[config.mk]
export PLATFORM = sky130hd
export DESIGN_NAME = ptdm_port
export DESIGN_NICKNAME = d
export VERILOG_FILES = /design/src/ptdm_port_fix.sv /design/src/ptdm_pkg.sv /design/src/ptdm_tim_if.sv /design/src/ptdm_clkgen.sv /design/src/ptdm_port.sv
export SDC_FILE = /design/constraint.sdc
export NUM_CORES = 1
export LEC_CHECK = 0
export BUFFER_PORTS_ARGS = -buffer_cell sky130_fd_sc_hd__buf_2
export CORE_ASPECT_RATIO = 0.75
export CORE_MARGIN = 3
export CORE_UTILIZATION = 53
export DETAILED_ROUTE_END_ITERATION = 12
export MAX_ROUTING_LAYER = met4
export PLACE_DENSITY = 0.78
export SYNTH_ARGS = -nofsm -noshare
export SYNTH_HDL_FRONTEND = slang
export SYNTH_SLANG_ARGS = --single-unit
[constraint.sdc]
create_clock -name core_clk -period 2.65 [get_ports core_clk]
set_input_delay 0.265 -clock core_clk [delete_from_list [all_inputs] [get_ports core_clk]]
set_output_delay 0.265 -clock core_clk [all_outputs]
set_load 0.02 [all_outputs]
[src/ptdm_port_fix.sv]
// empty unit: the block's logic lives in the port and clock generator
`default_nettype none
`default_nettype wire

[src/ptdm_pkg.sv]
// constants and types for the parallel tdm port timing block
// Operation
// - make a quarter-rate clock output by dividing the master clock.
// - quarter-rate clock falls at the middle of the frame pulse output.
// - make an eighth-rate clock output by dividing the master clock.
// - eighth-rate clock rises at the middle of the frame pulse output.
// - edge/drive select picks latch edge or drive window per direction.
// - input mode, select low: capture byte on every second master fall.
// - input mode, select high: capture byte on every other master rise.
// - parallel-out with select low: drive from first falling edge to next.
// - output mode, select high: drive whole slot, first rise to last edge.
// - bus is output in serial-to-parallel, input in parallel-to-serial.
// - bus data moves only on master clock edges, never derived clocks.
// - clock-phase select shifts latch and launch edges against the frame.
// - frame boundary is first reference falling edge after frame pulse falls.
// - regenerate frame pulse on master clock, aligned to quarter clock.
// - memory frame pulse toggles 64 or 65 master cycles after the boundary.
`default_nettype none
package ptdm_pkg;
   localparam int unsigned BUS_W      = 8;
   localparam int unsigned CNT_W      = 11;
   // counter value at the last master cycle of one 8 kHz frame
   localparam logic [10:0] FRAME_LAST = 11'h7ff;
   // frame pulse output is low for four master cycles around the boundary
   localparam logic [10:0] FP_LO_FROM = 11'h7fe;
   localparam logic [10:0] FP_LO_TO   = 11'h002;
   localparam int unsigned QTR_BIT    = 1;
   localparam int unsigned EIGHTH_BIT = 2;
   // memory frame pulse toggle point, one cycle before the target count
   localparam logic [10:0] DMFP_PRE0  = 11'h03f;
   localparam logic [10:0] DMFP_PRE1  = 11'h040;
   localparam int unsigned SYNC_MSB   = 1;

   typedef enum logic {
      DRV_IDLE = 1'b0,
      DRV_ON   = 1'b1
   } ptdm_drv_t;
endpackage
`default_nettype wire

[src/ptdm_tim_if.sv]
// timing signals shared between the port and the clock generator
`default_nettype none
interface ptdm_tim_if;
   logic                              mc_rise;
   logic                              mc_fall;
   logic                              frame_start;
   logic                              phase_sel;
   logic [ptdm_pkg::CNT_W-1:0]        cnt;
   logic                              quarter;
   logic                              eighth;
   logic                              fp_n;
   logic                              dmfp;
   modport gen  (input mc_rise, mc_fall, frame_start, phase_sel,
                 output cnt, quarter, eighth, fp_n, dmfp);
   modport port (output mc_rise, mc_fall, frame_start, phase_sel,
                 input cnt, quarter, eighth, fp_n, dmfp);
endinterface
`default_nettype wire
[src/ptdm_clkgen.sv]
// frame counter, derived clocks and frame pulses
`default_nettype none
module ptdm_clkgen (
   // clock and reset
   input  wire logic core_clk,
   input  wire logic arst_n,
   // timing
   ptdm_tim_if.gen   tim
);
   logic [ptdm_pkg::CNT_W-1:0] cnt_ff;
   logic                       quarter_ff;
   logic                       eighth_ff;
   logic                       fp_n_ff;
   logic                       dmfp_ff;
   logic [ptdm_pkg::CNT_W-1:0] dmfp_pre;

   // free-running, realigned at each boundary
   always_ff @(posedge core_clk or negedge arst_n) begin
      if (!arst_n) begin
         cnt_ff <= '0;
      end else if (tim.frame_start) begin
         cnt_ff <= '0;
      end else if (tim.mc_rise) begin
         cnt_ff <= cnt_ff + 11'h001;
      end
   end

   always_ff @(posedge core_clk or negedge arst_n) begin
      if (!arst_n) begin
         quarter_ff <= 1'b0;
         eighth_ff  <= 1'b0;
         fp_n_ff    <= 1'b1;
      end else begin
         quarter_ff <= cnt_ff[ptdm_pkg::QTR_BIT];
         eighth_ff  <= ~cnt_ff[ptdm_pkg::EIGHTH_BIT];
         fp_n_ff    <= !(cnt_ff >= ptdm_pkg::FP_LO_FROM ||
                         cnt_ff <  ptdm_pkg::FP_LO_TO);
      end
   end

   assign dmfp_pre = tim.phase_sel ? ptdm_pkg::DMFP_PRE1
                                   : ptdm_pkg::DMFP_PRE0;

   always_ff @(posedge core_clk or negedge arst_n) begin
      if (!arst_n) begin
         dmfp_ff <= 1'b0;
      end else if (tim.mc_rise && !tim.frame_start && cnt_ff == dmfp_pre) begin
         dmfp_ff <= ~dmfp_ff;
      end
   end

   assign tim.cnt     = cnt_ff;
   assign tim.quarter = quarter_ff;
   assign tim.eighth  = eighth_ff;
   assign tim.fp_n    = fp_n_ff;
   assign tim.dmfp    = dmfp_ff;
endmodule
`default_nettype wire

[src/ptdm_port.sv]
// parallel tdm port: bus capture and drive timing, derived clock outputs
`default_nettype none
module ptdm_port (
   // clock and reset
   input  wire logic                          core_clk,
   input  wire logic                          arst_n,
   // timing pins
   input  wire logic                          master_clock_in,
   input  wire logic                          reference_clock_in,
   input  wire logic                          frame_pulse_in_n,
   // mode pins
   input  wire logic                          conversion_direction,
   input  wire logic                          edge_drive_select,
   input  wire logic                          clock_phase_select,
   // parallel bus
   input  wire logic [ptdm_pkg::BUS_W-1:0]    parallel_data_bus_sense,
   output logic      [ptdm_pkg::BUS_W-1:0]    parallel_data_bus_value,
   output logic                               parallel_data_bus_en,
   // serial-side user port
   input  wire logic [ptdm_pkg::BUS_W-1:0]    tx_byte,
   output logic                               slot_strobe,
   output logic      [ptdm_pkg::BUS_W-1:0]    rx_byte,
   output logic                               rx_valid,
   // derived outputs
   output logic                               quarter_rate_clock_out,
   output logic                               eighth_rate_clock_out,
   output logic                               frame_pulse_out_n,
   output logic                               data_memory_frame_pulse
);
   ptdm_tim_if tim ();

   logic [2:0]                    mc_sync_ff;
   logic [2:0]                    ref_sync_ff;
   logic [2:0]                    fp_sync_ff;
   logic [1:0]                    dir_sync_ff;
   logic [1:0]                    eds_sync_ff;
   logic [1:0]                    cps_sync_ff;
   logic [ptdm_pkg::BUS_W-1:0]    bus_s1_ff;
   logic [ptdm_pkg::BUS_W-1:0]    bus_s2_ff;
   logic                          fp_armed_ff;
   logic                          frame_start;
   logic                          dir_in;
   logic                          eds;
   logic                          cps;
   logic                          mc_rise;
   logic                          mc_fall;
   logic                          cap_evt;
   logic                          launch_evt;
   logic                          release_evt;
   ptdm_pkg::ptdm_drv_t           drv_ff;
   ptdm_pkg::ptdm_drv_t           nxt_drv;
   logic [ptdm_pkg::BUS_W-1:0]    value_ff;
   logic [ptdm_pkg::BUS_W-1:0]    rx_byte_ff;
   logic                          rx_valid_ff;

   // first-stage flops feed only the second stage
   always_ff @(posedge core_clk or negedge arst_n) begin
      if (!arst_n) begin
         mc_sync_ff  <= '0;
         ref_sync_ff <= '0;
         fp_sync_ff  <= 3'h7;
      end else begin
         mc_sync_ff  <= {mc_sync_ff[1:0], master_clock_in};
         ref_sync_ff <= {ref_sync_ff[1:0], reference_clock_in};
         fp_sync_ff  <= {fp_sync_ff[1:0], frame_pulse_in_n};
      end
   end

   always_ff @(posedge core_clk or negedge arst_n) begin
      if (!arst_n) begin
         dir_sync_ff <= '0;
         eds_sync_ff <= '0;
         cps_sync_ff <= '0;
         bus_s1_ff   <= '0;
         bus_s2_ff   <= '0;
      end else begin
         dir_sync_ff <= {dir_sync_ff[0], conversion_direction};
         eds_sync_ff <= {eds_sync_ff[0], edge_drive_select};
         cps_sync_ff <= {cps_sync_ff[0], clock_phase_select};
         bus_s1_ff   <= parallel_data_bus_sense;
         bus_s2_ff   <= bus_s1_ff;
      end
   end

   assign dir_in  = dir_sync_ff[ptdm_pkg::SYNC_MSB];
   assign eds     = eds_sync_ff[ptdm_pkg::SYNC_MSB];
   assign cps     = cps_sync_ff[ptdm_pkg::SYNC_MSB];
   // bus data moves on master clock edges only
   assign mc_rise = mc_sync_ff[1] & ~mc_sync_ff[2];
   assign mc_fall = ~mc_sync_ff[1] & mc_sync_ff[2];

   // boundary: first reference fall after frame pulse fall
   always_ff @(posedge core_clk or negedge arst_n) begin
      if (!arst_n) begin
         fp_armed_ff <= 1'b0;
      end else if (~fp_sync_ff[1] & fp_sync_ff[2]) begin
         fp_armed_ff <= 1'b1;
      end else if (frame_start) begin
         fp_armed_ff <= 1'b0;
      end
   end

   assign frame_start = fp_armed_ff & ~ref_sync_ff[1]
                        & ref_sync_ff[2];

   // true when the master period index is the first half of a slot
   function automatic logic slot_head(
      input logic [ptdm_pkg::CNT_W-1:0] cnt,
      input logic                       rise,
      input logic                       phase
   );
      logic [ptdm_pkg::CNT_W-1:0] idx;
      idx = rise ? cnt + 11'h001 : cnt;
      return idx[0] == phase;
   endfunction

   // select picks latch edge or drive window by direction
   always_comb begin
      cap_evt     = 1'b0;
      launch_evt  = 1'b0;
      release_evt = 1'b0;
      if (dir_in) begin
         if (eds) begin
            cap_evt = mc_rise && !slot_head(tim.cnt, 1'b1, cps);
         end else begin
            cap_evt = mc_fall && !slot_head(tim.cnt, 1'b0, cps);
         end
      end else begin
         if (eds) begin
            launch_evt = mc_rise && slot_head(tim.cnt, 1'b1, cps);
         end else begin
            launch_evt = mc_fall && slot_head(tim.cnt, 1'b0, cps);
         end
         release_evt = mc_fall && !slot_head(tim.cnt, 1'b0, cps);
      end
   end

   always_comb begin
      nxt_drv = drv_ff;
      case (drv_ff)
         ptdm_pkg::DRV_IDLE: begin
            if (launch_evt) begin
               nxt_drv = ptdm_pkg::DRV_ON;
            end
         end
         ptdm_pkg::DRV_ON: begin
            if (dir_in || release_evt) begin
               nxt_drv = ptdm_pkg::DRV_IDLE;
            end
         end
         default: nxt_drv = ptdm_pkg::DRV_IDLE;
      endcase
   end

   always_ff @(posedge core_clk or negedge arst_n) begin
      if (!arst_n) begin
         drv_ff <= ptdm_pkg::DRV_IDLE;
      end else begin
         drv_ff <= nxt_drv;
      end
   end

   always_ff @(posedge core_clk or negedge arst_n) begin
      if (!arst_n) begin
         value_ff <= '0;
      end else if (launch_evt) begin
         value_ff <= tx_byte;
      end
   end

   always_ff @(posedge core_clk or negedge arst_n) begin
      if (!arst_n) begin
         rx_byte_ff  <= '0;
         rx_valid_ff <= 1'b0;
      end else begin
         rx_valid_ff <= cap_evt;
         if (cap_evt) begin
            rx_byte_ff <= bus_s2_ff;
         end
      end
   end

   assign tim.mc_rise     = mc_rise;
   assign tim.mc_fall     = mc_fall;
   assign tim.frame_start = frame_start;
   assign tim.phase_sel   = cps;

   ptdm_clkgen ptdm_clkgen_i (
      .core_clk (core_clk),
      .arst_n   (arst_n),
      .tim      (tim)
   );

   assign parallel_data_bus_value = value_ff;
   assign parallel_data_bus_en    = (drv_ff == ptdm_pkg::DRV_ON);
   assign slot_strobe             = launch_evt;
   assign rx_byte                 = rx_byte_ff;
   assign rx_valid                = rx_valid_ff;
   assign quarter_rate_clock_out  = tim.quarter;
   assign eighth_rate_clock_out   = tim.eighth;
   assign frame_pulse_out_n       = tim.fp_n;
   assign data_memory_frame_pulse = tim.dmfp;

   // checks
   logic cap_head;
   assign cap_head = slot_head(tim.cnt, mc_rise, cps);
endmodule
`default_nettype wire

-- Word-level counts from Yosys, hierarchy flattened
Index checks and enable logic that the tools add are counted.
- input port bits: 24
- latch bits: 0
- output and inout port bits: 23
- memory bits (read-only): 0
- word-level logic and storage cells: 63
- memories: 0
- register bits: 65
- memory bits (writable): 0
- add/subtract/negate cells: 1
- multipliers: 0
- divide/modulo/power cells: 0
- shift operators: 0
- bitwise logic cells: 12
- mux-type cells: 13
- $lt $le $gt $ge: 2
- reduce and logical (&&, ||, !) cells: 14
- equal/unequal tests: 3
- operators by type and width (cell ; number):
    11-bit 2-to-1 mux ; 2
    11-bit by 1-bit adder with 11-bit output (second input constant) ; 1
    11-bit == test ; 1
    11-bit greater-or-equal comparator (second input constant) ; 1
    11-bit by 2-bit < comparator with 1-bit output (second input constant) ; 1
    1-bit 2-to-1 mux ; 9
    7-bit 2-to-1 mux ; 1
    1-bit NOT ; 7
    1-bit logical AND ; 6
    1-bit bitwise AND ; 5
    1-bit logical NOT ; 4
    2-bit nonzero test ; 2
    1-bit == test ; 2
    1-bit logical OR ; 2
    1-bit one-hot mux with 2 select lines ; 1

-- Logic depth before layout (Yosys ltp)
Gate-level depths: netlist (run 1).
- word-level depth: 7
- depth in mapped cells: 5
- gate-level depth less buffers: 5

-- Hierarchy
Synthesis (run 1) repeated with hierarchy kept, for this count alone.
- cell total of the unflattened synthesis: 197
- area total of the unflattened synthesis: 2437.3 um^2
- modules (own cells, without submodules) (module ; instances ; area an instance (um^2) ; sequential area each (um^2) ; cells an instance):
    ptdm_port ; 1 ; 1716.6 ; 1255.0 ; 126
    ptdm_clkgen ; 1 ; 720.7 ; 376.6 ; 71

-- Worst setup path before layout (run 1)
No wires, ideal clock.
- kind: register to register
- start: reg mc_sync_ff[1]
- end: reg value_ff (netlist bit parallel_data_bus_value[0])
- path slack: 0.824 ns
- required time: 2.525 ns
- library setup time: 0.125 ns
- period minus slack after synthesis: 1.826 ns
- cell stages (with the launch flop): 5
- arrival time: 1.701 ns
- path buffers: 0
- path through: dfrtp_1 -> nor2b_1 -> nand3_1 -> a21oi_2 -> mux2_2
- longest elaborated chain between the ends: 5
- elaborated cells between the ends (all ways): 7
- those cells by class: mux (2); bitwise (3); reduce/logical (2)
- RTL lines (element ; RTL line ; RTL):
    start: declaration ; ptdm_port.sv:32 ; logic [2:0] mc_sync_ff;
    start signal: assignment ; ptdm_port.sv:63 ; mc_sync_ff <= {mc_sync_ff[1:0], master_clock_in};
    1-bit NOT ; ptdm_port.sv:90 ; assign mc_fall = ~mc_sync_ff[1] & mc_sync_ff[2];
    1-bit bitwise AND ; ptdm_port.sv:90 ;
    1-bit logical AND ; ptdm_port.sv:132 ; launch_evt = mc_fall && slot_head(tim.cnt, 1'b0, cps);
    1-bit 2-to-1 mux * ; ptdm_port.sv:129 ; if (eds) begin
    1-bit 2-to-1 mux * ; ptdm_port.sv:122 ; if (dir_in) begin
    named net slot_strobe ; ptdm_port.sv:21 ; output logic slot_strobe,
    end signal: assignment ; ptdm_port.sv:167 ; value_ff <= tx_byte;
    end: declaration ; ptdm_port.sv:52 ; logic [ptdm_pkg::BUS_W-1:0] value_ff;
The timed path passes the listed nets; every way through them passes the cells marked *.
A chain may end at the register's enable or synchronous reset.

-- Final worst setup path (run 1)
- start: reg mc_sync_ff[1]
- end: out slot_strobe
- longest elaborated chain between the ends: 5
- elaborated cells between the ends (all ways): 7
- those cells by class: mux (2); bitwise (3); reduce/logical (2)
- RTL lines (element ; RTL line):
    1-bit NOT ; ptdm_port.sv:90
    1-bit bitwise AND ; ptdm_port.sv:90
    1-bit logical AND ; ptdm_port.sv:132
    1-bit 2-to-1 mux * ; ptdm_port.sv:129
    1-bit 2-to-1 mux * ; ptdm_port.sv:122
    end: declaration ; ptdm_port.sv:21
Every way passes the cells marked *; elsewhere a longest branch is shown, timed or not.

==> results of run 1 <==
## metal layers
layer	track usage	share of wire
met5	-	0
met1	0.221	0.40
met4	0.116	0.033
met3	0.0793	0.075
met2	0.279	0.50
## layout make-up
class                   count  area share
clock buffers              14      0.0582
clock inverters             2      0.0215
inverters                   5     0.00671
multi-input cells          85       0.222
flip-flops and latches     65       0.584
well taps                  52      0.0233
repair buffers             47      0.0850
## flip-flops by register name (all words and copies together) (netlist names)
signal                     count
ptdm_clkgen_i.tim.cnt         11
bus_s1_ff                      8
bus_s2_ff                      8
parallel_data_bus_value        8
rx_byte                        8
fp_sync_ff                     3
mc_sync_ff                     3
ref_sync_ff                    3
cps_sync_ff                    2
dir_sync_ff                    2
eds_sync_ff                    2
fp_armed_ff                    1
parallel_data_bus_en           1
ptdm_clkgen_i.tim.dmfp         1
ptdm_clkgen_i.tim.eighth       1
ptdm_clkgen_i.tim.fp_n         1
ptdm_clkgen_i.tim.quarter      1
rx_valid                       1
## cell families after synthesis
logic type	share of synthesized area
simple gates	0.102
xor+xnor	0.0462
flops	0.718
fa+ha+maj	0.00550
mux	0.0837
compound gates	0.0347
buf+inv	0.00991
## power by group through the flow
stage                     combinational [mW]  clock [mW]  sequential (mW)
final                                  0.635       0.922             1.31
after global routing                   0.685       0.994             1.33
after CTS                              0.645       0.944             1.31
after detailed placement               0.645           0             1.32
after global placement                 0.618           0             1.30
after floorplan                        0.213           0             1.49
## cells in the final DEF (no fill, tap or decap), types with 2 or more instances in the layout
cell type	n
xnor2_1	6
inv_1	5
nor4_1	2
mux2_2	16
nand3_1	4
nand4_1	2
buf_2	46
and3_1	2
nor3_1	5
nand2_1	8
dfstp_2	4
clkbuf_8	11
dfrtp_1	61
nor2_1	12
a21oi_1	2
xor2_1	6
clkbuf_1	3
a31oi_1	2
bufinv_16	2
o21ai_0	2
## stage by stage
stage | hold WS [ns] | power, mW | util
final | 0.0324 | 2.87 | 0.721
after floorplan | -0.0306 | 1.71 | -
after CTS | 0.00918 | 2.90 | 0.721
after detailed placement | 0.335 | 1.97 | 0.664
after global routing | 0.00714 | 3.01 | 0.721
after global placement | 0.332 | 1.92 | 0.664
## worst paths after layout
kind	slack [ns]	cells past startpoint	end
max	0.36	4	slot_strobe
min	0.03	1	fp_sync_ff[0]
max reg2reg	0.71	4	parallel_data_bus_value[0]
min reg2reg	0.35	0	cps_sync_ff[1]
max in group asynchronous	2.05	2	bus_s2_ff[1]
min in group asynchronous	0.10	2	eds_sync_ff[0]
## critical path, stage by stage (launching register included)
cell,delay [ns]
dfrtp_1,0.43
nor2b_1,0.41
nand3_1,0.15
a21oi_2,0.43
buf_2,0.26
==> run summary, run 1 <==
Placed instance area - 0.00257 mm^2
Placed Cells - 254
Vias in the first global route - 1,533
Worst setup SP type - flip-flop
CP endpoint kind - output pin
Largest net degree at the start of global routing - 66
DR vias/cell - 5.31
Total CTS buffers - 9
Rel. slew slack - 0.391
Worst Path Arrival - 2.02 ns
I/O pins - 47
Worst-Margin Slew - 0.910 ns
Hold_sp - frame_pulse_in_n
IO buf count - 46
Synth area leaders - dfrtp_1 (67%), mux2_2 (7.9%), dfstp_2 (4.6%), xnor2_1 (2.3%), xor2_1 (2.3%)
Sw frac - 0.291
Number of flops mapped to enable cells by yosys - 0
Synth async-reset ratio - 1.00
Peak supply drop - 822 uV
Pint - 2.03 mW
Antenna Cells - 0
Crit Path Max Fanout - 9
Crit. Startpoint - mc_sync_ff[1]
Sequential area share after synthesis - 0.718
Core footprint - 0.00387 mm^2
PwrDens - 1030 mW/mm^2
Worst EP required - 2.38 ns
GRT Util Overall - 0.192
First-pass GRT wire length - 6.97 mm
Synth Warn # - 0
Final hold violation count - 0
Sequential power share - 0.457
Post-Syn Area - 0.00227 mm^2
Initial Utilization - 0.587
Aggregate negative setup slack - 0 ns
Slew Viols, Final - 0
Post-synth top flop - dfrtp_1
Synth Register Bits - 65
Register area - 0.00163 mm^2
Status - finished clean
Design area - 0.00280 mm^2
Leakage Power - 1.32 nW
Syn avg cell area - 14.6 um^2
Worst-path clk slew - 0.06 ns
RSZ-0062 raised after global routing - no
Max Buffers Root-to-Sink - 2
Logic pwr share - 0.222
Final ANT Viol Nets - 0
Hold crit path type - in -> reg
DRT Wirelength - 4.16 mm
Wire length per cell - 15.4 um
Post-synth cell types - 33
Post-CTS Setup Repair Bufs - 0
Clk sinks - 65
Initial antenna violation count - 0
Drc violations - 0
Final worst-path cycle share - 0.864
Detailed Route Iter0 Violations - 147
Die area - 0.00512 mm^2
Yosys top cell by area - dfrtp_1
Fmax - 437 MHz
Area delta synth->final - 22.9%
Final #Nets - 238
Post-synth top cells - dfrtp_1 (61), mux2_2 (16), nor2_1 (12)
FP Rows - 19
Final worst setup slack - 0.361 ns
Clock root cell - clkbuf_8
Area occupied by multi-input gates - 619 um^2
# Max-Cap Violations - 0
Pre-CTS setup slack - 0.724 ns
Post-CTS Hold Buffers - 0
Worst Clk Skew - 0.00437 ns
Reg-to-reg startpoint - mc_sync_ff[1]
Cell count after synthesis - 156
Max H-tree Level - 3
# resized after CTS - 0
Die Height - 62.7 um
Placer Congestion - 0.799
Fill cells - 246
Cell Count, Final, Fillers Out - 270
Net switching power - 0.834 mW
Final setup fails - 0
Die Wd - 81.6 um
Minimum clock period - 2.29 ns
Post-Syn Nets - 181
Setup CP Type - reg -> out
Overflow after GRT - 0
Clock power share - 0.322
Routed via count - 1,433
Layout cells sized above 1 - 0.385
CTS tree - done
Hpwl dp - 2.93 mm
Most common cell in the synthesized netlist - dfrtp_1
Detailed Routing Iterations Pass 1 - 4
Clk_lat worst skew - 0.33 ns
Share of the synthesized area in the top cell type - 0.671
(Power assumes the default switching activity.)
==> run 2, diff against run 1 <==
Settings changed: ABC_AREA set to 1, PLACE_DENSITY 0.78 to 0.77.
==> run 2 against run 1 <==
  * Final cell count rose by 31%
  * Count of clock-buffer cells in the layout fell by 5
  * Sequential cell count unchanged
  * Fmax is 16% higher
==> run summary, run 2 <==
Status - finished clean (unchanged)
Max H-tree Level - 3 (unchanged)
Vias in the first global route - 1,739 (was 1,533)
Aggregate negative setup slack - 0 ns (unchanged)
Clk sinks - 65 (unchanged)
CTS tree - done (unchanged)
Sequential power share - 0.467 (was 0.457)
Cell Count, Final, Fillers Out - 355 (was 270)
Detailed Route Iter0 Violations - 119 (was 147)
Most frequent cells in the layout - nand2_1 (66), dfrtp_1 (61), buf_2 (46), nand3_1 (25), inv_1 (20) (was dfrtp_1 (61), buf_2 (46), mux2_2 (16), nor2_1 (12), clkbuf_8 (11))
Syn avg cell area - 10.3 um^2 (was 14.6 um^2)
Largest net degree at the start of global routing - 40 (was 66)
Met1 GRT Util - 0.240 (was 0.221)
Wire length per cell - 12.3 um (was 15.4 um)
Die Wd - 84.7 um (was 81.6 um)
Number of flops mapped to enable cells by yosys - 0 (unchanged)
Slew Viols, Final - 0 (unchanged)
Overflow after GRT - 0 (unchanged)
Met3 Resource Use GR - 0.0788 (was 0.0793)
Busiest grt layer - met2 (unchanged)
Placer Congestion - 0.868 (was 0.799)
Total power - 2.60 mW (was 2.87 mW)
Final worst-path cycle share - 0.745 (was 0.864)
Met2 usage - 0.276 (was 0.279)
Most common library cell in the layout ignoring fill and taps - nand2_1 (was dfrtp_1)
Core footprint - 0.00425 mm^2 (was 0.00387 mm^2)
Post-synth cell types - 25 (was 33)
Total CTS buffers - 9 (unchanged)
Yosys top cell by area - dfrtp_1 (unchanged)
Sw frac - 0.299 (was 0.291)
Pint - 1.83 mW (was 2.03 mW)
Peak supply drop - 491 uV (was 822 uV)
Initial antenna violation count - 0 (unchanged)
Die Height - 65.0 um (was 62.7 um)
Area delta synth->final - 22.3% (was 22.9%)
Final hold violation count - 0 (unchanged)
Final setup fails - 0 (unchanged)
Worst setup SP type - flip-flop (unchanged)
Net switching power - 0.777 mW (was 0.834 mW)
Post-Syn Area - 0.00246 mm^2 (was 0.00227 mm^2)
Clk_lat worst skew - 0.34 ns (was 0.33 ns)
CP endpoint kind - output pin (unchanged)
Post-layout util - 0.708 (was 0.721)
Worst EP required - 2.38 ns (about the same)
Clock power share - 0.356 (was 0.322)
Crit Path Max Fanout - 10 (was 9)
Final worst setup slack - 0.675 ns (was 0.361 ns)
Post-synth top cells - nand2_1 (66), dfrtp_1 (61), nand3_1 (25) (was dfrtp_1 (61), mux2_2 (16), nor2_1 (12))
Worst Path Arrival - 1.71 ns (was 2.02 ns)
Synth Warn # - 0 (unchanged)
Routed via count - 1,734 (was 1,433)
Post-Syn Nets - 263 (was 181)
FP Rows - 20 (was 19)
Largest register FFs - 11 (unchanged)
Setup CP Type - reg -> out (unchanged)
Antenna Cells - 0 (unchanged)
Worst-path clk slew - 0.07 ns (was 0.06 ns)
Final #Nets - 320 (was 238)
Fill cells - 341 (was 246)
Share of the synthesized area in the top cell type - 0.620 (was 0.671)
Clock root cell - clkbuf_8 (unchanged)
Synth Register Bits - 65 (unchanged)
Placed instance area - 0.00277 mm^2 (was 0.00257 mm^2)
Detailed Routing Iterations Pass 1 - 4 (unchanged)
Pre-CTS setup slack - 1.05 ns (was 0.724 ns)
DR vias/cell - 4.88 (was 5.31)
Post-CTS Setup Repair Bufs - 0 (unchanged)
Post-synth top flop - dfrtp_1 (unchanged)
GRT Util Overall - 0.190 (was 0.192)
IO buf count - 46 (unchanged)
Worst-Margin Slew - 0.608 ns (was 0.910 ns)
Fmax - 506 MHz (was 437 MHz)
RSZ-0062 raised after global routing - no (unchanged)
Placed Cells - 337 (was 254)
Sequential area share after synthesis - 0.663 (was 0.718)
Cell count after synthesis - 238 (was 156)
PwrDens - 865 mW/mm^2 (was 1030 mW/mm^2)
Die area - 0.00551 mm^2 (was 0.00512 mm^2)
Worst Clk Skew - 0.00698 ns (was 0.00437 ns)
Layout cells sized above 1 - 0.287 (was 0.385)
Leakage Power - 1.59 nW (was 1.32 nW)
First-pass GRT wire length - 7.69 mm (was 6.97 mm)
Hold crit path type - in -> reg (unchanged)
Rel. slew slack - 0.595 (was 0.391)
Design area - 0.00301 mm^2 (was 0.00280 mm^2)
Final ANT Viol Nets - 0 (unchanged)
Minimum clock period - 1.98 ns (was 2.29 ns)
Max Buffers Root-to-Sink - 2 (unchanged)
Initial Utilization - 0.579 (was 0.587)
Hpwl dp - 3.11 mm (was 2.93 mm)
# Max-Cap Violations - 0 (unchanged)
Synth async-reset ratio - 1.00 (unchanged)
Drc violations - 0 (unchanged)
Logic pwr share - 0.177 (was 0.222)
Hold Slack - 0.0222 ns (was 0.0324 ns)
I/O pins - 47 (unchanged)
Synth area leaders - dfrtp_1 (62%), nand2_1 (10%), nand3_1 (5.1%), dfstp_2 (4.3%), inv_1 (3.0%) (was dfrtp_1 (67%), mux2_2 (7.9%), dfstp_2 (4.6%), xnor2_1 (2.3%), xor2_1 (2.3%))
DRT Wirelength - 4.37 mm (was 4.16 mm)
Most common cell in the synthesized netlist - nand2_1 (was dfrtp_1)
[run 2: cell types whose count changed in the layout (fill, tap and decap cells not counted), moves of 4 or more]
cell,before,now
mux2_2,16,0
inv_1,5,20
nand2_4,0,5
nand2_1,8,66
xor2_1,6,0
nand3_1,4,25
a21oi_1,2,7
nor2_1,12,18
o21ai_0,2,6
xnor2_1,6,0
[run 2: what timing repair did]
action / CTS / global route
hold endpoints to repair: 25 / 1
gates resized for setup: 0 / 0
hold buffers: 1 / 1
[run 2: cell families (layout without fill, tap and decap cells)]
group / after synthesis / after routing / share of synthesized area
AND/OR/NAND/NOR: 132 / 132 / 0.263
flip-flops: 65 / 65 / 0.663
buffers and inverters: 27 / 89 / 0.0432
AO/OA/AOI/OAI: 13 / 13 / 0.0264
adder cells (fa/ha/maj): 1 / 1 / 0.00508
[run 2: cell type report]
cell class,count,area [um^2],area share
Tap cell,55,68.8,0.0229
Sequential cell,65,1630,0.542
Multi-Input combinational cell,146,724,0.241
Clock buffer,9,124,0.0411
Inverter,24,90.1,0.0299
Clock inverter,7,101,0.0337
Timing Repair Buffer,49,270,0.0898
[run 2: critical path, stage by stage (launching register included)]
cell	delay, ns
dfrtp_1	0.57
clkinv_1	0.38
nand2_4	0.22
inv_1	0.05
buf_2	0.15
[run 2: power groups by stage]
stage                     Sequential [mW]  Combinational (mW)  Clock (mW)
after global routing                 1.23               0.509       0.999
after floorplan                      1.35               0.156           0
after global placement               1.23               0.453           0
after CTS                            1.22               0.467       0.955
after detailed placement             1.23               0.465           0
final                                1.22               0.460       0.928
[run 2: final timing paths]
kind	slack (ns)	start	cells past startpoint	end
max reg2reg	1.28	fp_armed_ff	6	ptdm_clkgen_i.tim.dmfp
min	0.02	frame_pulse_in_n	1	fp_sync_ff[0]
max	0.67	dir_sync_ff[1]	4	slot_strobe
min reg2reg	0.34	eds_sync_ff[0]	0	eds_sync_ff[1]
min in group asynchronous	0.47	arst_n	2	ptdm_clkgen_i.tim.cnt[4]
max in group asynchronous	1.52	arst_n	3	fp_sync_ff[0]
[run 2: per-layer routing]
| metal | routed length [um] | part of all wire |
|---|---|---|
| met2 | 1940 | 0.44 |
| met3 | 294 | 0.067 |
| met5 | 0 | 0 |
| met4 | 61 | 0.014 |
| met1 | 2070 | 0.47 |
==> run 3, diff against run 2 <==
Settings changed: CORE_UTILIZATION 53 to 49, PLACE_DENSITY 0.77 to 0.75.
Clock period 2.65 ns to 1.75 ns, I/O delays scaled along.
==> run 3 against run 2 <==
  * Sequential share of layout area is 3.5 points lower
  * Non-clock buffer count increased by 19
  * Global-route usage is 0.31 points higher
  * Sequential power is 51% higher
  * Sequential cell count unchanged
  * Combinational power increased by 68%
  * Critical endpoint unchanged
  * Hold slack improved by 0.041 ns
  * Clock power increased by 54%
  * Critical path type unchanged
  * Register-to-register slack got worse by 0.87 ns
  * Final area grew 7.1%
==> run summary, run 3 (synthesized netlist as in run 2, its figures left out) <==
Worst Clk Skew - 0.00721 ns (was 0.00698 ns)
Largest register FFs - 11 (unchanged)
Total CTS buffers - 9 (unchanged)
I/O pins - 47 (unchanged)
Largest stage delay, worst path - 0.45 ns (was 0.57 ns)
WHS Endpoint - parallel_data_bus_value[1] (was fp_sync_ff[0])
Hpwl dp - 3.17 mm (was 3.11 mm)
Fmax - 583 MHz
Worst EP required - 1.57 ns (was 2.38 ns)
Final #Nets - 339 (was 320)
Fill cells - 349 (was 341)
Placed Cells - 341 (was 337)
Final hold violation count - 0 (unchanged)
R2R Setup Slk - 0.41 ns (was 1.28 ns)
Hold crit path type - in -> reg (unchanged)
Post-layout util - 0.693 (was 0.708)
Antenna Cells - 0 (unchanged)
Worst-Margin Slew - 0.366 ns (was 0.608 ns)
Hold_sp - tx_byte[1] (was frame_pulse_in_n)
Minimum clock period - 1.71 ns
CP max-delay cell - dfrtp_1 (unchanged)
# Max-Cap Violations - 0 (unchanged)
Reg-to-reg startpoint - ptdm_clkgen_i.tim.cnt[0] (was fp_armed_ff)
Detailed Route Iter0 Violations - 141 (was 119)
PwrDens - 1250 mW/mm^2 (was 865 mW/mm^2)
Peak supply drop - 637 uV (was 491 uV)
Final worst-path cycle share - 0.980
Final ANT Viol Nets - 0 (unchanged)
Clk_lat worst skew - 0.35 ns (was 0.34 ns)
Max Buffers Root-to-Sink - 2 (unchanged)
Cell Count, Final, Fillers Out - 376 (was 355)
Initial antenna violation count - 0 (unchanged)
Area occupied by multi-input gates - 753 um^2 (was 724 um^2)
Most common library cell in the layout ignoring fill and taps - nand2_1 (unchanged)
Critical-path cell list - inv_2 > nand2_2 > nand2_4 > inv_2 > nand3_2 > nand2_4 > nand2_8 > inv_1 > buf_4 (was clkinv_1 > nand2_4 > inv_1 > buf_2)
Die Height - 67.4 um (was 65.0 um)
Die area - 0.00592 mm^2 (was 0.00551 mm^2)
Worst-path clk slew - 0.07 ns (about the same)
FP Rows - 21 (was 20)
First-pass GRT wire length - 7.97 mm (was 7.69 mm)
Area delta synth->final - 30.9% (was 22.3%)
CTS tree - done (unchanged)
Core footprint - 0.00465 mm^2 (was 0.00425 mm^2)
Register area - 0.00163 mm^2 (about the same)
Clock root cell - clkbuf_8 (unchanged)
Wire length per cell - 13.1 um (was 12.3 um)
Crit Path Max Fanout - 9 (was 10)
Most frequent cells in the layout - nand2_1 (64), dfrtp_1 (59), buf_2 (45), nand3_1 (24), inv_1 (19) (was nand2_1 (66), dfrtp_1 (61), buf_2 (46), nand3_1 (25), inv_1 (20))
GRT Util Overall - 0.193 (was 0.190)
CP endpoint kind - output pin (unchanged)
Layout cells sized above 1 - 0.307 (was 0.287)
Die Wd - 87.9 um (was 84.7 um)
Detailed Routing Iterations Pass 1 - 5 (was 4)
Clk sinks - 65 (unchanged)
Rel. slew slack - 0.755 (was 0.595)
Hold Slack - 0.0634 ns (was 0.0222 ns)
Placer Congestion - 0.890 (was 0.868)
Setup CP Type - reg -> out (unchanged)
Vias in the first global route - 1,753 (was 1,739)
WHS Path Cells - 3 (was 1)
Reg2Reg Capture Point - rx_byte[3] (was ptdm_clkgen_i.tim.dmfp)
DRT Wirelength - 4.92 mm (was 4.37 mm)
Leakage Power - 1.68 nW (was 1.59 nW)
Max H-tree Level - 3 (unchanged)
Slew Viols, Final - 0 (unchanged)
Overflow after GRT - 0 (unchanged)
Initial Utilization - 0.529 (was 0.579)
R2R cell count - 9 (was 6)
Worst setup SP type - flip-flop (unchanged)
Final setup fails - 0 (unchanged)
Status - finished clean (unchanged)
IO buf count - 46 (unchanged)
Drc violations - 0 (unchanged)
Routed via count - 1,815 (was 1,734)
Worst Path Arrival - 1.54 ns (was 1.71 ns)
Largest net degree at the start of global routing - 66 (was 40)
DR vias/cell - 4.83 (was 4.88)
[run 3: worst max-delay path by stage]
| stage | slack [ns] | cells after the start | startpoint | endpoint |
|---|---|---|---|---|
| detailed placement | 0.30 | 8 | ptdm_clkgen_i.tim.cnt[0] | slot_strobe |
| global placement | 0.36 | 8 | ptdm_clkgen_i.tim.cnt[0] | slot_strobe |
| global route | -0.04 | 9 | ptdm_clkgen_i.tim.cnt[0] | slot_strobe |
| floorplan | 0.46 | 7 | ptdm_clkgen_i.tim.cnt[0] | slot_strobe |
| finish | 0.04 | 9 | ptdm_clkgen_i.tim.cnt[0] | slot_strobe |
| CTS | 0.007 | 8 | ptdm_clkgen_i.tim.cnt[0] | slot_strobe |
[run 3: stage by stage]
stage | power, mW | area, um^2 | setup TNS, ns | setup WS (ns)
finish | 4.04 | 3220 | 0 | 0.0358
global route | 4.25 | 3220 | -0.0430 | -0.0430
CTS | 4.06 | 3180 | 0 | 0.00745
detailed placement | 2.58 | 2780 | 0 | 0.297
global placement | 2.56 | 2780 | 0 | 0.359
floorplan | 2.28 | 2460 | 0 | 0.458
[run 3: layout make-up]
| cell class | count | share of cell area |
|---|---|---|
| multi-input combinational | 146 | 0.234 |
| sequential | 65 | 0.507 |
| inverter | 24 | 0.0279 |
| clock inverter | 6 | 0.0279 |
| timing repair buffer | 68 | 0.139 |
| clock buffer | 10 | 0.0427 |
| tap | 57 | 0.0221 |
[run 3: critical path: cells and delay by family (launching register included)]
| family | cells | cell delay (ns) |
|---|---|---|
| flops | 1 | 0.45 |
| simple gates | 5 | 0.41 |
| buf+inv | 4 | 0.32 |
[run 3: layer usage]
layer | part of all wire | GRT usage | up-vias
li1 | - | - | 902
met1 | 0.46 | 0.248 | 832
met2 | 0.45 | 0.266 | 70
met3 | 0.070 | 0.0707 | 11
met4 | 0.023 | 0.103 | 0
met5 | 0 | - | -
[run 3: power breakdown]
| part | total, mW | switching, mW | internal (mW) |
|---|---|---|---|
| Combinational | 0.772 | 0.494 | 0.278 |
| Clock | 1.43 | 0.582 | 0.844 |
| Sequential | 1.84 | 0.122 | 1.72 |
[run 3: what timing repair did]
action	4_1_cts	5_1_grt
cloned	0	0
resized for setup	1	9
pin swaps	1	2
buffers inserted	2	2
hold buffers	15	0
hold endpoints to repair	75	0
setup endpoints to repair	1	1
